## src/rtl/srstc_pkg.sv

```systemverilog
package srstc_pkg;

	// ****************************************
	// Register bus geometry
	// ****************************************
	localparam int unsigned ADDR_W    = 20;                 // AXI byte address width
	localparam int unsigned DATA_W    = 32;                 // AXI data width
	localparam int unsigned REG_W     = 8;                  // Width of every register
	localparam logic [1:0]  RESP_OKAY = 2'h0;               // Normal answer
	localparam logic [1:0]  RESP_SLV  = 2'h2;               // Unmapped address answer

	// ****************************************
	// Register indices, byte address is index times four
	// ****************************************
	localparam logic [17:0] IDX_CAUSE   = 18'h0_F001;       // reset_cause_status
	localparam logic [17:0] IDX_WDPER   = 18'h0_F002;       // Watchdog period select
	localparam logic [17:0] IDX_IRQ_ST  = 18'h0_F003;       // Interrupt status, read only
	localparam logic [17:0] IDX_IRQ_CLR = 18'h0_F004;       // Interrupt clear, write only
	localparam logic [17:0] IDX_IRQ_EN  = 18'h0_F005;       // Interrupt enable

	// ****************************************
	// Field positions and reset values
	// ****************************************
	localparam int unsigned  WDOG_FLAG_BIT = 2;             // wdog_reset_flag position
	localparam int unsigned  EV_PIN        = 0;             // Event bit, pin reset
	localparam int unsigned  EV_WDOG       = 1;             // Event bit, watchdog reset
	localparam int unsigned  EV_BRK        = 2;             // Event bit, break reset
	localparam int unsigned  EV_N          = 3;             // Number of events
	localparam logic [1:0]   WDPER_RST     = 2'h0;          // Period select after reset
	localparam logic [2:0]   EV_RST        = 3'h0;          // Event registers after reset
	localparam logic [1:0]   LOW_LEVEL_MAX = 2'h1;          // Highest level using alt vector

	// ****************************************
	// Watchdog overflow periods in ms, by select code
	// ****************************************
	localparam int unsigned WDPER_MS_0 = 125;
	localparam int unsigned WDPER_MS_1 = 500;
	localparam int unsigned WDPER_MS_2 = 2000;
	localparam int unsigned WDPER_MS_3 = 8000;

	// ****************************************
	// Program memory vector addresses
	// ****************************************
	localparam logic [15:0] VEC_SP     = 16'h0000;          // Stack pointer word
	localparam logic [15:0] VEC_PC     = 16'h0002;          // Normal program counter word
	localparam logic [15:0] VEC_PC_ALT = 16'h0004;          // Break at low level
	localparam logic [2:0]  FETCH_LAST = 3'h4;              // Step that takes the last byte

	// Sequencer states
	typedef enum logic [1:0] {
		SRSTC_IDLE,
		SRSTC_HOLD,
		SRSTC_FETCH
	} srstc_state_t;

endpackage

```

## src/rtl/srstc_top.sv

```systemverilog
`timescale 1ns/100ps
`default_nettype none

module srstc_top (
	// Clock and reset
	input  wire logic                          aclk,
	input  wire logic                          aresetn,
	// Reset sources
	input  wire logic                          reset_pin_n,
	input  wire logic                          wdog_overflow,
	input  wire logic                          software_break_instr,
	input  wire logic [1:0]                    interrupt_level_field,
	// Reset outputs
	output logic                               power_rst,
	output logic                               sfr_rst,
	output logic                               cpu_rst,
	output logic [1:0]                         wdog_period_sel,
	// Program memory vector read
	output logic                               pm_rd,
	output logic [15:0]                        pm_addr,
	input  wire logic [7:0]                    pm_rdata,
	// CPU register load
	output logic                               vec_load,
	output logic [15:0]                        sp_value,
	output logic [15:0]                        pc_value,
	// Interrupt
	output logic                               irq,
	// AXI4-Lite write address and data
	input  wire logic [srstc_pkg::ADDR_W-1:0]  s_axi_awaddr,
	input  wire logic                          s_axi_awvalid,
	output logic                               s_axi_awready,
	input  wire logic [srstc_pkg::DATA_W-1:0]  s_axi_wdata,
	input  wire logic [3:0]                    s_axi_wstrb,
	input  wire logic                          s_axi_wvalid,
	output logic                               s_axi_wready,
	// AXI4-Lite write response
	output logic [1:0]                         s_axi_bresp,
	output logic                               s_axi_bvalid,
	input  wire logic                          s_axi_bready,
	// AXI4-Lite read
	input  wire logic [srstc_pkg::ADDR_W-1:0]  s_axi_araddr,
	input  wire logic                          s_axi_arvalid,
	output logic                               s_axi_arready,
	output logic [srstc_pkg::DATA_W-1:0]       s_axi_rdata,
	output logic [1:0]                         s_axi_rresp,
	output logic                               s_axi_rvalid,
	input  wire logic                          s_axi_rready
);
	import srstc_pkg::*;

	// ****************************************
	// Declarations
	// ****************************************
	logic               pin_n_s;                   // Synchronised pin
	logic               full_src;                  // Pin or watchdog request
	logic               any_src;                   // Any reset request
	srstc_state_t       st_q;                      // Sequencer state
	logic               full_q;                    // Current reset is a full one
	logic               alt_q;                     // Use alternate PC vector
	logic [2:0]         cnt_q;                     // Fetch step
	logic [7:0]         lo_q;                      // Low byte of the word in flight
	logic               wflag_q;                   // Watchdog reset flag
	logic [EV_N-1:0]    ev_st_q;                   // Sticky event status
	logic [EV_N-1:0]    ev_en_q;                   // Event enables
	logic [EV_N-1:0]    ev_set;                    // Events this cycle
	logic [ADDR_W-1:0]  awaddr_q;                  // Latched write address
	logic [7:0]         wdata_q;                   // Latched write data
	logic               wlane_q;                   // Latched lane 0 strobe
	logic               aw_have_q;                 // Write address held
	logic               w_have_q;                  // Write data held
	logic               wr_go;                     // Perform the write now
	logic [17:0]        wr_idx;                    // Index of the write
	logic [17:0]        rd_idx;                    // Index of the read

	// Byte address to register index, used by both channels
	function automatic logic [17:0] reg_idx(input logic [ADDR_W-1:0] a);
		reg_idx = a[ADDR_W-1:2];
	endfunction
	// Mapped register test
	function automatic logic is_mapped(input logic [17:0] i);
		is_mapped = (i == IDX_CAUSE) || (i == IDX_WDPER) || (i == IDX_IRQ_ST)
			|| (i == IDX_IRQ_CLR) || (i == IDX_IRQ_EN);
	endfunction

	// ****************************************
	// Pin synchroniser
	// ****************************************
	srstc_sync u_sync (
		.aclk    (aclk),
		.aresetn (aresetn),
		.pin_n   (reset_pin_n),
		.pin_n_s (pin_n_s)
	);
	assign full_src = !pin_n_s || wdog_overflow;
	assign any_src  = full_src || software_break_instr;
	assign ev_set   = {software_break_instr, wdog_overflow, !pin_n_s};

	// ****************************************
	// Reset sequencer
	// ****************************************
	// A new request restarts the sequence from any state
	always_ff @(posedge aclk) begin
		if (!aresetn) begin
			st_q   <= SRSTC_HOLD;
			full_q <= 1'b1;
			alt_q  <= 1'b0;
			cnt_q  <= 3'h0;
		end else if (any_src) begin
			st_q  <= SRSTC_HOLD;
			cnt_q <= 3'h0;
			// Full request outranks a break, even mid sequence
			if (full_src) begin
				full_q <= 1'b1;
				alt_q  <= 1'b0;
			end else if (st_q == SRSTC_IDLE || !full_q) begin
				full_q <= 1'b0;
				alt_q  <= (interrupt_level_field <= LOW_LEVEL_MAX);
			end
		end else begin
			case (st_q)
				// Source gone, start vector fetch
				SRSTC_HOLD: st_q <= SRSTC_FETCH;
				// Four byte fetch, last step hands over
				SRSTC_FETCH: begin
					if (cnt_q == FETCH_LAST) begin
						st_q <= SRSTC_IDLE;
					end else begin
						cnt_q <= cnt_q + 3'h1;
					end
				end
				// Running
				default: st_q <= SRSTC_IDLE;
			endcase
		end
	end

	// ****************************************
	// Reset outputs
	// ****************************************
	// CPU held on every reset kind, others only on full resets
	always_ff @(posedge aclk) begin
		if (!aresetn) begin
			cpu_rst   <= 1'b1;
			sfr_rst   <= 1'b1;
			power_rst <= 1'b1;
		end else begin
			cpu_rst   <= any_src || st_q != SRSTC_IDLE;
			sfr_rst   <= full_src || (full_q && st_q == SRSTC_HOLD);
			power_rst <= full_src || (full_q && st_q == SRSTC_HOLD);
		end
	end

	// ****************************************
	// Vector fetch
	// ****************************************
	// Address shown in the step before its byte is taken
	always_ff @(posedge aclk) begin
		if (!aresetn) begin
			pm_rd   <= 1'b0;
			pm_addr <= VEC_SP;
		end else if (st_q == SRSTC_FETCH && !any_src && cnt_q != FETCH_LAST) begin
			pm_rd <= 1'b1;
			case (cnt_q)
				3'h0:    pm_addr <= VEC_SP;
				3'h1:    pm_addr <= VEC_SP + 16'h0001;
				3'h2:    pm_addr <= alt_q ? VEC_PC_ALT : VEC_PC;
				default: pm_addr <= (alt_q ? VEC_PC_ALT : VEC_PC) + 16'h0001;
			endcase
		end else begin
			pm_rd <= 1'b0;
		end
	end

	// Bytes taken low first, word completed on even steps
	always_ff @(posedge aclk) begin
		if (!aresetn) begin
			lo_q     <= 8'h00;
			sp_value <= 16'h0000;
			pc_value <= 16'h0000;
			vec_load <= 1'b0;
		end else begin
			vec_load <= 1'b0;
			if (st_q == SRSTC_FETCH && !any_src && cnt_q != 3'h0) begin
				case (cnt_q)
					3'h2:    sp_value <= {pm_rdata, lo_q};
					3'h4:    pc_value <= {pm_rdata, lo_q};
					default: lo_q     <= pm_rdata;
				endcase
				vec_load <= (cnt_q == FETCH_LAST);
			end
		end
	end

	// ****************************************
	// Cause flag and watchdog period
	// ****************************************
	// Watchdog flag only; internal resets keep it, event beats software write
	always_ff @(posedge aclk) begin
		if (!aresetn) begin
			wflag_q <= 1'b0;
		end else if (wdog_overflow) begin
			wflag_q <= 1'b1;
		end else if (wr_go && wlane_q && wr_idx == IDX_CAUSE) begin
			wflag_q <= wdata_q[WDOG_FLAG_BIT];
		end
	end

	// Period select is an SFR, so full resets restore it
	always_ff @(posedge aclk) begin
		if (!aresetn || full_src) begin
			wdog_period_sel <= WDPER_RST;
		end else if (wr_go && wlane_q && wr_idx == IDX_WDPER) begin
			wdog_period_sel <= wdata_q[1:0];
		end
	end

	// ****************************************
	// Interrupt status, enable and output
	// ****************************************
	// Set wins over a clear in the same cycle
	always_ff @(posedge aclk) begin
		if (!aresetn) begin
			ev_st_q <= EV_RST;
			ev_en_q <= EV_RST;
			irq     <= 1'b0;
		end else begin
			if (wr_go && wlane_q && wr_idx == IDX_IRQ_CLR) begin
				ev_st_q <= (ev_st_q & ~wdata_q[EV_N-1:0]) | ev_set;
			end else begin
				ev_st_q <= ev_st_q | ev_set;
			end
			if (wr_go && wlane_q && wr_idx == IDX_IRQ_EN) begin
				ev_en_q <= wdata_q[EV_N-1:0];
			end
			irq <= |(ev_st_q & ev_en_q);
		end
	end

	// ****************************************
	// AXI4-Lite write channels
	// ****************************************
	assign wr_go  = aw_have_q && w_have_q && !s_axi_bvalid;
	assign wr_idx = reg_idx(awaddr_q);
	// Address and data taken in either order
	always_ff @(posedge aclk) begin
		if (!aresetn) begin
			aw_have_q     <= 1'b0;
			w_have_q      <= 1'b0;
			s_axi_awready <= 1'b0;
			s_axi_wready  <= 1'b0;
			awaddr_q      <= '0;
			wdata_q       <= 8'h00;
			wlane_q       <= 1'b0;
			s_axi_bvalid  <= 1'b0;
			s_axi_bresp   <= RESP_OKAY;
		end else begin
			s_axi_awready <= !aw_have_q && !s_axi_awready && s_axi_awvalid;
			s_axi_wready  <= !w_have_q && !s_axi_wready && s_axi_wvalid;
			if (s_axi_awvalid && s_axi_awready) begin
				aw_have_q <= 1'b1;
				awaddr_q  <= s_axi_awaddr;
			end
			if (s_axi_wvalid && s_axi_wready) begin
				w_have_q <= 1'b1;
				wdata_q  <= s_axi_wdata[7:0];
				wlane_q  <= s_axi_wstrb[0];
			end
			if (wr_go) begin
				aw_have_q    <= 1'b0;
				w_have_q     <= 1'b0;
				s_axi_bvalid <= 1'b1;
				s_axi_bresp  <= is_mapped(wr_idx) ? RESP_OKAY : RESP_SLV;
			end else if (s_axi_bready) begin
				s_axi_bvalid <= 1'b0;
			end
		end
	end

	// ****************************************
	// AXI4-Lite read channel
	// ****************************************
	assign rd_idx = reg_idx(s_axi_araddr);
	// Read data one cycle after the address is taken
	always_ff @(posedge aclk) begin
		if (!aresetn) begin
			s_axi_arready <= 1'b0;
			s_axi_rvalid  <= 1'b0;
			s_axi_rdata   <= '0;
			s_axi_rresp   <= RESP_OKAY;
		end else begin
			s_axi_arready <= !s_axi_arready && !s_axi_rvalid && s_axi_arvalid;
			if (s_axi_arvalid && s_axi_arready) begin
				s_axi_rvalid <= 1'b1;
				s_axi_rresp  <= is_mapped(rd_idx) ? RESP_OKAY : RESP_SLV;
				s_axi_rdata  <= '0;
				case (rd_idx)
					IDX_CAUSE:  s_axi_rdata[WDOG_FLAG_BIT] <= wflag_q;
					IDX_WDPER:  s_axi_rdata[1:0]           <= wdog_period_sel;
					IDX_IRQ_ST: s_axi_rdata[EV_N-1:0]      <= ev_st_q;
					IDX_IRQ_EN: s_axi_rdata[EV_N-1:0]      <= ev_en_q;
					default:    s_axi_rdata                <= '0;
				endcase
			end else if (s_axi_rready) begin
				s_axi_rvalid <= 1'b0;
			end
		end
	end

	// ****************************************
	// Checks
	// ****************************************
	a_src_cpu_rst: assert property (@(posedge aclk) disable iff (!aresetn)
		any_src |=> cpu_rst)
		else $error("reset request did not hold the CPU");
	a_pin_holds: assert property (@(posedge aclk) disable iff (!aresetn)
		(!reset_pin_n) [*3] |=> cpu_rst && power_rst)
		else $error("low pin did not hold reset");
	a_brk_keeps_sfr: assert property (@(posedge aclk) disable iff (!aresetn)
		(st_q == SRSTC_IDLE && software_break_instr && !full_src) |=> !power_rst && !sfr_rst)
		else $error("break reset touched power or SFRs");
	a_full_resets: assert property (@(posedge aclk) disable iff (!aresetn)
		full_src |=> power_rst && sfr_rst && wdog_period_sel == WDPER_RST)
		else $error("full reset missed power or SFRs");
	a_wdog_flag: assert property (@(posedge aclk) disable iff (!aresetn)
		wdog_overflow |=> wflag_q)
		else $error("watchdog flag not set");
	a_flag_kept: assert property (@(posedge aclk) disable iff (!aresetn)
		(wflag_q && !(wr_go && wr_idx == IDX_CAUSE)) |=> wflag_q)
		else $error("cause flag lost without a write");
	a_cause_bits: assert property (@(posedge aclk) disable iff (!aresetn)
		(s_axi_arvalid && s_axi_arready && rd_idx == IDX_CAUSE)
		|=> s_axi_rdata[7:0] == {5'h00, $past(wflag_q), 2'h0})
		else $error("cause register shows an extra bit");
	a_sp_addr: assert property (@(posedge aclk) disable iff (!aresetn)
		(st_q == SRSTC_FETCH && cnt_q == 3'h0 && !any_src) |=> pm_rd && pm_addr == VEC_SP)
		else $error("stack pointer vector address wrong");
	a_pc_addr: assert property (@(posedge aclk) disable iff (!aresetn)
		(st_q == SRSTC_FETCH && cnt_q == 3'h2 && !any_src)
		|=> pm_addr == ($past(alt_q) ? VEC_PC_ALT : VEC_PC))
		else $error("program counter vector address wrong");
	a_release_load: assert property (@(posedge aclk) disable iff (!aresetn)
		$fell(cpu_rst) |-> $past(vec_load) || vec_load)
		else $error("CPU released without vectors");

endmodule

`default_nettype wire

```

## src/rtl/srstc_sync.sv

```systemverilog
`timescale 1ns/100ps
`default_nettype none

// Two stage synchroniser for the external reset pin
module srstc_sync (
	// Clock and reset
	input  wire logic aclk,
	input  wire logic aresetn,
	// Pin and result
	input  wire logic pin_n,
	output logic      pin_n_s
);

	logic meta_q;                                       // First stage, read only by second

	// ****************************************
	// Synchroniser chain, idles at released level
	// ****************************************
	always_ff @(posedge aclk) begin
		if (!aresetn) begin
			meta_q  <= 1'b1;
			pin_n_s <= 1'b1;
		end else begin
			meta_q  <= pin_n;
			pin_n_s <= meta_q;
		end
	end

endmodule

`default_nettype wire

```

## config.mk

```make
export PLATFORM = sky130hd
export DESIGN_NAME = srstc_top
export DESIGN_NICKNAME = d
export VERILOG_FILES = /design/src/rtl/srstc_pkg.sv /design/src/rtl/srstc_top.sv /design/src/rtl/srstc_sync.sv
export SDC_FILE = /design/constraint.sdc
export NUM_CORES = 1
export LEC_CHECK = 0
export ABC_AREA = 1
export BUFFER_PORTS_ARGS = -buffer_cell sky130_fd_sc_hd__buf_4
export CELL_PAD_IN_SITES_DETAIL_PLACEMENT = 1
export CELL_PAD_IN_SITES_GLOBAL_PLACEMENT = 2
export CORE_MARGIN = 2
export CORE_UTILIZATION = 26
export CTS_BUF_LIST = sky130_fd_sc_hd__clkbuf_16
export DETAILED_ROUTE_END_ITERATION = 16
export PLACE_DENSITY_LB_ADDON = 0.1
export REMOVE_ABC_BUFFERS = 1
export SLEW_MARGIN = 0
export SYNTH_ARGS = -nofsm -noshare
export SYNTH_HDL_FRONTEND = slang
export SYNTH_SLANG_ARGS = --single-unit
```

## constraint.sdc

```tcl
create_clock -name aclk -period 3.2 [get_ports aclk]
set_input_delay 0.16 -clock aclk [delete_from_list [all_inputs] [get_ports aclk]]
set_output_delay 0.16 -clock aclk [all_outputs]
set_load 0.01 [all_outputs]
```

* Word level (Yosys, flattened, before mapping) *
Cells that the tools add are included.

cells by class
  add/sub/neg operators = 2
  magnitude comparators = 1
  equality and inequality tests = 17
  multiplexer cells = 20
  bitwise logic cells = 8
  reductions and logical operators = 63

operators by type and width
  operator                                                                 count
  18-bit by 16-bit equality test with 1-bit output, second input constant  10
  1-bit logical AND                                                        20
  1-bit logical OR                                                         14
  4-bit one-hot mux with 3 select lines                                    1
  2-bit AND reduction                                                      6
  1-bit zero test                                                          11
  1-bit two-way mux                                                        11
  2-bit nonzero test                                                       5
  3-bit bitwise AND                                                        2
  2-bit two-way mux                                                        3
  3-bit two-way mux                                                        2
  3-bit OR                                                                 2
  2-bit one-hot mux with 3 select lines                                    1
  2-bit OR reduction                                                       3
  3-bit by 1-bit adder with 4-bit output, second input constant            1
  2-bit one-hot mux with 2 select lines                                    1
  3-bit by 1-bit adder with 3-bit output, second input constant            1
  3-bit by 1-bit equality test with 1-bit output, second input constant    1
  3-bit by 2-bit equality test with 1-bit output, second input constant    1
  3-bit equality test, second input constant                               1
  3-bit zero test                                                          1
  3-bit inequality test, second input constant                             1
  1-bit NOT                                                                3
  3-bit NOT                                                                1
  other kinds (8)                                                          8

word-level totals
  register bits = 117
  bits of input ports = 96
  output and inout port bits = 97
  logic and storage cells = 143

* Longest topological paths before layout *
  depth in word-level cells = 7
  mapped depth = 10
  gate-level depth less buffers = 9

* Modules after synthesis *
A second synthesis with hierarchy kept.

unflattened totals
  cell total of the unflattened synthesis = 587
  area total of the unflattened synthesis = 4326.6 um^2

modules (own cells, without submodules)
  module      instances  cells an instance  area an instance (um^2)  sequential area each (um^2)
  srstc_top   1          581                4271.6                   1961.9
  srstc_sync  1          6                  55.1                     40.0

* Worst setup path after synthesis *
OpenSTA, ideal clock, no wires.

  kind = register -> register
  start = reg cnt_q[0]
  end = reg sp_value[12]
  library setup time = 0.070 ns
  arrival time = 1.332 ns
  required time = 3.130 ns
  path slack = 1.797 ns
  cell stages (with the launch flop) = 9
  buffers on the path = 1
  clock period less this slack = 1.403 ns
  cell sequence = dfxtp_1 inv_1 ha_1 inv_1 nor2_1 nand3_2 clkbuf_1 nand2_1 a21oi_1

between the ends
  word-level cells in the longest chain between the ends = 3
  elaborated cells on any way between the ends = 4

ends and longest elaborated chain
  element                                   RTL line          source
  from (decl)                               srstc_top.sv:60   logic [2:0] cnt_q;
  from (signal assigned)                    srstc_top.sv:128  cnt_q <= cnt_q + 3'h1;
  3-bit nonzero test                        srstc_top.sv:183  if (st_q == SRSTC_FETCH && !any_src && cnt_q != 3'h0) begin
  1-bit logical AND                         srstc_top.sv:183
  2-bit AND reduction (no source line) (*)  -
  to (signal assigned)                      srstc_top.sv:185  3'h2: sp_value <= {pm_rdata, lo_q};
  to (decl)                                 srstc_top.sv:24   output logic [15:0] sp_value,

Every way passes the cells marked *; elsewhere a longest branch is shown, timed or not.
A chain may end at the register's enable or synchronous reset.

* Worst setup path in the final report *
Same ends and word-level chain as after synthesis.

==> flow_summary.ini <==
[clock_network]
postCtsHoldBufs = 1
htreeDepth = 3
post_cts.repair.setup_buffers = 0
cts_tree = yes
cts-resized-gates = 0
cts_root_buffer = clkbuf_16
cts_sinks = 100
clk_path_buf_depth = 2
clkTransAtPathRegs_ps = 70
numCtsBuffers = 9
clk_latency_ps = 350

[timing]
slew_viol_final = 0
timing.hold.ws_ps = 44.9
report.final.setup_viol = 0
finalCritPeriodShare_pct = 61.4
layout_setup_ws_ps = 1240
fmax_mhz = 509
finalSetupTns_ps = 0
fin_skew_ps = 5.34
worst_slew_pin_slew_ps = 715
slew_headroom_pct = 52.3
rsz0062_at_grt = no
post-route-min-period_ps = 1960
hold_violations = 0

[floorplanning]
start_util_pct = 26.3
dieArea_sq_mm = 0.0176
die_height_um = 133
core-area_sq_mm = 0.0164
rows = 47
fp.dieW_um = 133
io_pins = 193

[route]
firstDrtPassIters = 4
drt_iter0_markers = 86
route.detailed.drc = 0
drt-met1-wl_um = 5280
wl_met3_um = 801
highest_layer = met4
ant_nets = 0
viasPerCell = 4.30
avgRoutedWirePerCell_um = 13.3
routed_wl_um = 12200
wl_met2_um = 5850
vias = 3931

[setup_path]
arrival_ps = 2240
crit_chain = inv_1, ha_1, nand2_1, nand3_2, inv_2, nand2_1, a21oi_1
critical-path-top-delay-family = simple AND/OR/NAND/NOR gates
startpoint = cnt_q[0]
crit_fanout = 17
critical_path.max_stage_delay_ps = 420
worst-setup-path-type = flip-flop to flip-flop
start_kind = flip-flop
endpoint_kind = flip-flop
crit_top_cell = nand2_1
cp_num_buf_inv = 2
timing.rr.start = cnt_q[0]
slowest_stage = inv_2
critPathRequiredTime_ps = 3470

[synth]
yosysSeqAreaShare_pct = 46.4
netlist_area_sq_mm = 0.00432
synth_warnings = 0
synth_area_per_cell_sq_um = 7.39
ys_ff_latch = 100
synth_cells = 584
yosysUniqueCellTypes = 27

[placement]
pre_cts_slack_ps = 1210
gp_congestion = 0.764
hpwl_um = 8930
portBuffers = 111

[hold_path]
min_path_type = input port to flip-flop
hp-start = s_axi_awvalid

[cells_and_area]
fillers = 2021
final_cell_mix = 115 x buf_4, 100 x dfxtp_1, 88 x nand2_1, 79 x nor2_1, 65 x a21oi_1
seq_area_sq_mm = 0.00200
nets = 791
diodes = 0
final_common_cell = buf_4
syn2layout_area_growth_pct = 27.3
multi_input_area_sq_mm = 0.00181
drive_gt1_share_pct = 20.0

[run]
cap_violations = 0

[global_route]
grt_pass1_wl_um = 19800
grt_pass1_vias = 4024
grt-ovfl-total = 0
grt_antenna_before_repair = 0
grt_max_degree = 59
grt_use_total_pct = 14.2

[power_and_ir_drop]
p_total_mw = 2.58
ir_worst_vdd_v = 0.000233
p_leak_nw = 2.38
p_per_area_mw_per_mm2 = 469

[outcome]
outcome = finished, final reports clean
-- tightest hold or removal path: stages --
cell and delay, ps:
buf_4 110, nand2_1 50, nor3_1 30
-- logic make-up after synthesis --
group / count (synthesis) / share of synthesized area (%)
and+or+nand+nor: 215 / 21.1
AOI/OAI and AO/OA: 133 / 15.8
other: 1 / 0.0869
DFF: 100 / 46.4
adders and majority gates: 4 / 1.16
buffers and inverters: 131 / 15.5
-- synthesized netlist by cell type --
| cell | instances | area [sq um] |
|---|---|---|
| dfxtp_1 | 100 | 2000 |
| nand2_1 | 88 | 330 |
| nor2_1 | 79 | 297 |
| a21oi_1 | 65 | 325 |
| inv_1 | 64 | 240 |
| o21ai_0 | 61 | 305 |
| buf_4 | 45 | 338 |
| nand3_1 | 20 | 100 |
| clkbuf_1 | 15 | 56.3 |
| nand4_1 | 14 | 87.6 |
| nor3_1 | 6 | 30.0 |
| ha_1 | 4 | 50.1 |
| o211ai_1 | 4 | 30.0 |
| inv_2 | 3 | 11.3 |
| or2_2 | 3 | 18.8 |
| nand2_2 | 2 | 12.5 |
| a31oi_1 | 1 | 6.26 |
| buf_1 | 1 | 3.75 |
| buf_2 | 1 | 5.00 |
| buf_6 | 1 | 11.3 |
| clkinv_1 | 1 | 3.75 |
| conb_1 | 1 | 3.75 |
| nand3_2 | 1 | 10.0 |
| nand3b_1 | 1 | 7.51 |
| nor3_4 | 1 | 16.3 |
| o22ai_1 | 1 | 6.26 |
| o31ai_1 | 1 | 7.51 |
-- where the power goes --
part,internal [mW],leakage (nW),total (mW),switching (mW)
combinational,0.0869,1.43,0.215,0.128
sequential,1.27,0.811,1.29,0.0165
clock,0.595,0.138,1.08,0.480
total,1.95,2.38,2.58,0.624
-- stage by stage --
stage                     cells  instance area, sq um  util (%)
after floorplan             564                  4060         -
after global placement      899                  5200      31.7
after detailed placement    899                  5200      31.7
after CTS                   915                  5490      33.5
after global routing        915                  5490      33.5
final                       915                  5490      33.5
-- path summary, 6_finish.rpt --
path / endpoint / slack (ps) / cells after the start
worst max-delay path: sp_value[12] / 1240 / 7
worst min-delay path: s_axi_awready / 40 / 3
worst max register to register: sp_value[12] / 1240 / 7
worst min register to register: s_axi_wready / 420 / 1
-- state kept, by name, summed over array words and instances, names as in the netlist, 2 cells and up --
name             flops
awaddr_q            18
pc_value            16
sp_value            16
lo_q                 8
cnt_q                3
ev_en_q              3
ev_st_q              3
pm_addr              3
s_axi_rdata          3
wdata_q              3
st_q                 2
wdog_period_sel      2
-- area by class of cell --
class / instances / area share (%)
flip-flops and latches: 100 / 36.4
inverters: 68 / 4.65
multi-input cells: 396 / 32.9
clock inverters: 6 / 1.03
repair buffers: 116 / 15.9
well taps: 220 / 5.01
clock buffers: 9 / 4.10
-- per-layer routing --
layer	vias to the layer above	GRT usage, %
li1	2006	-
met1	1810	16.6
met2	101	24.3
met3	14	3.98
met4	0	5.97
met5	-	0
Note: power is estimated with default switching activity, not from simulation.
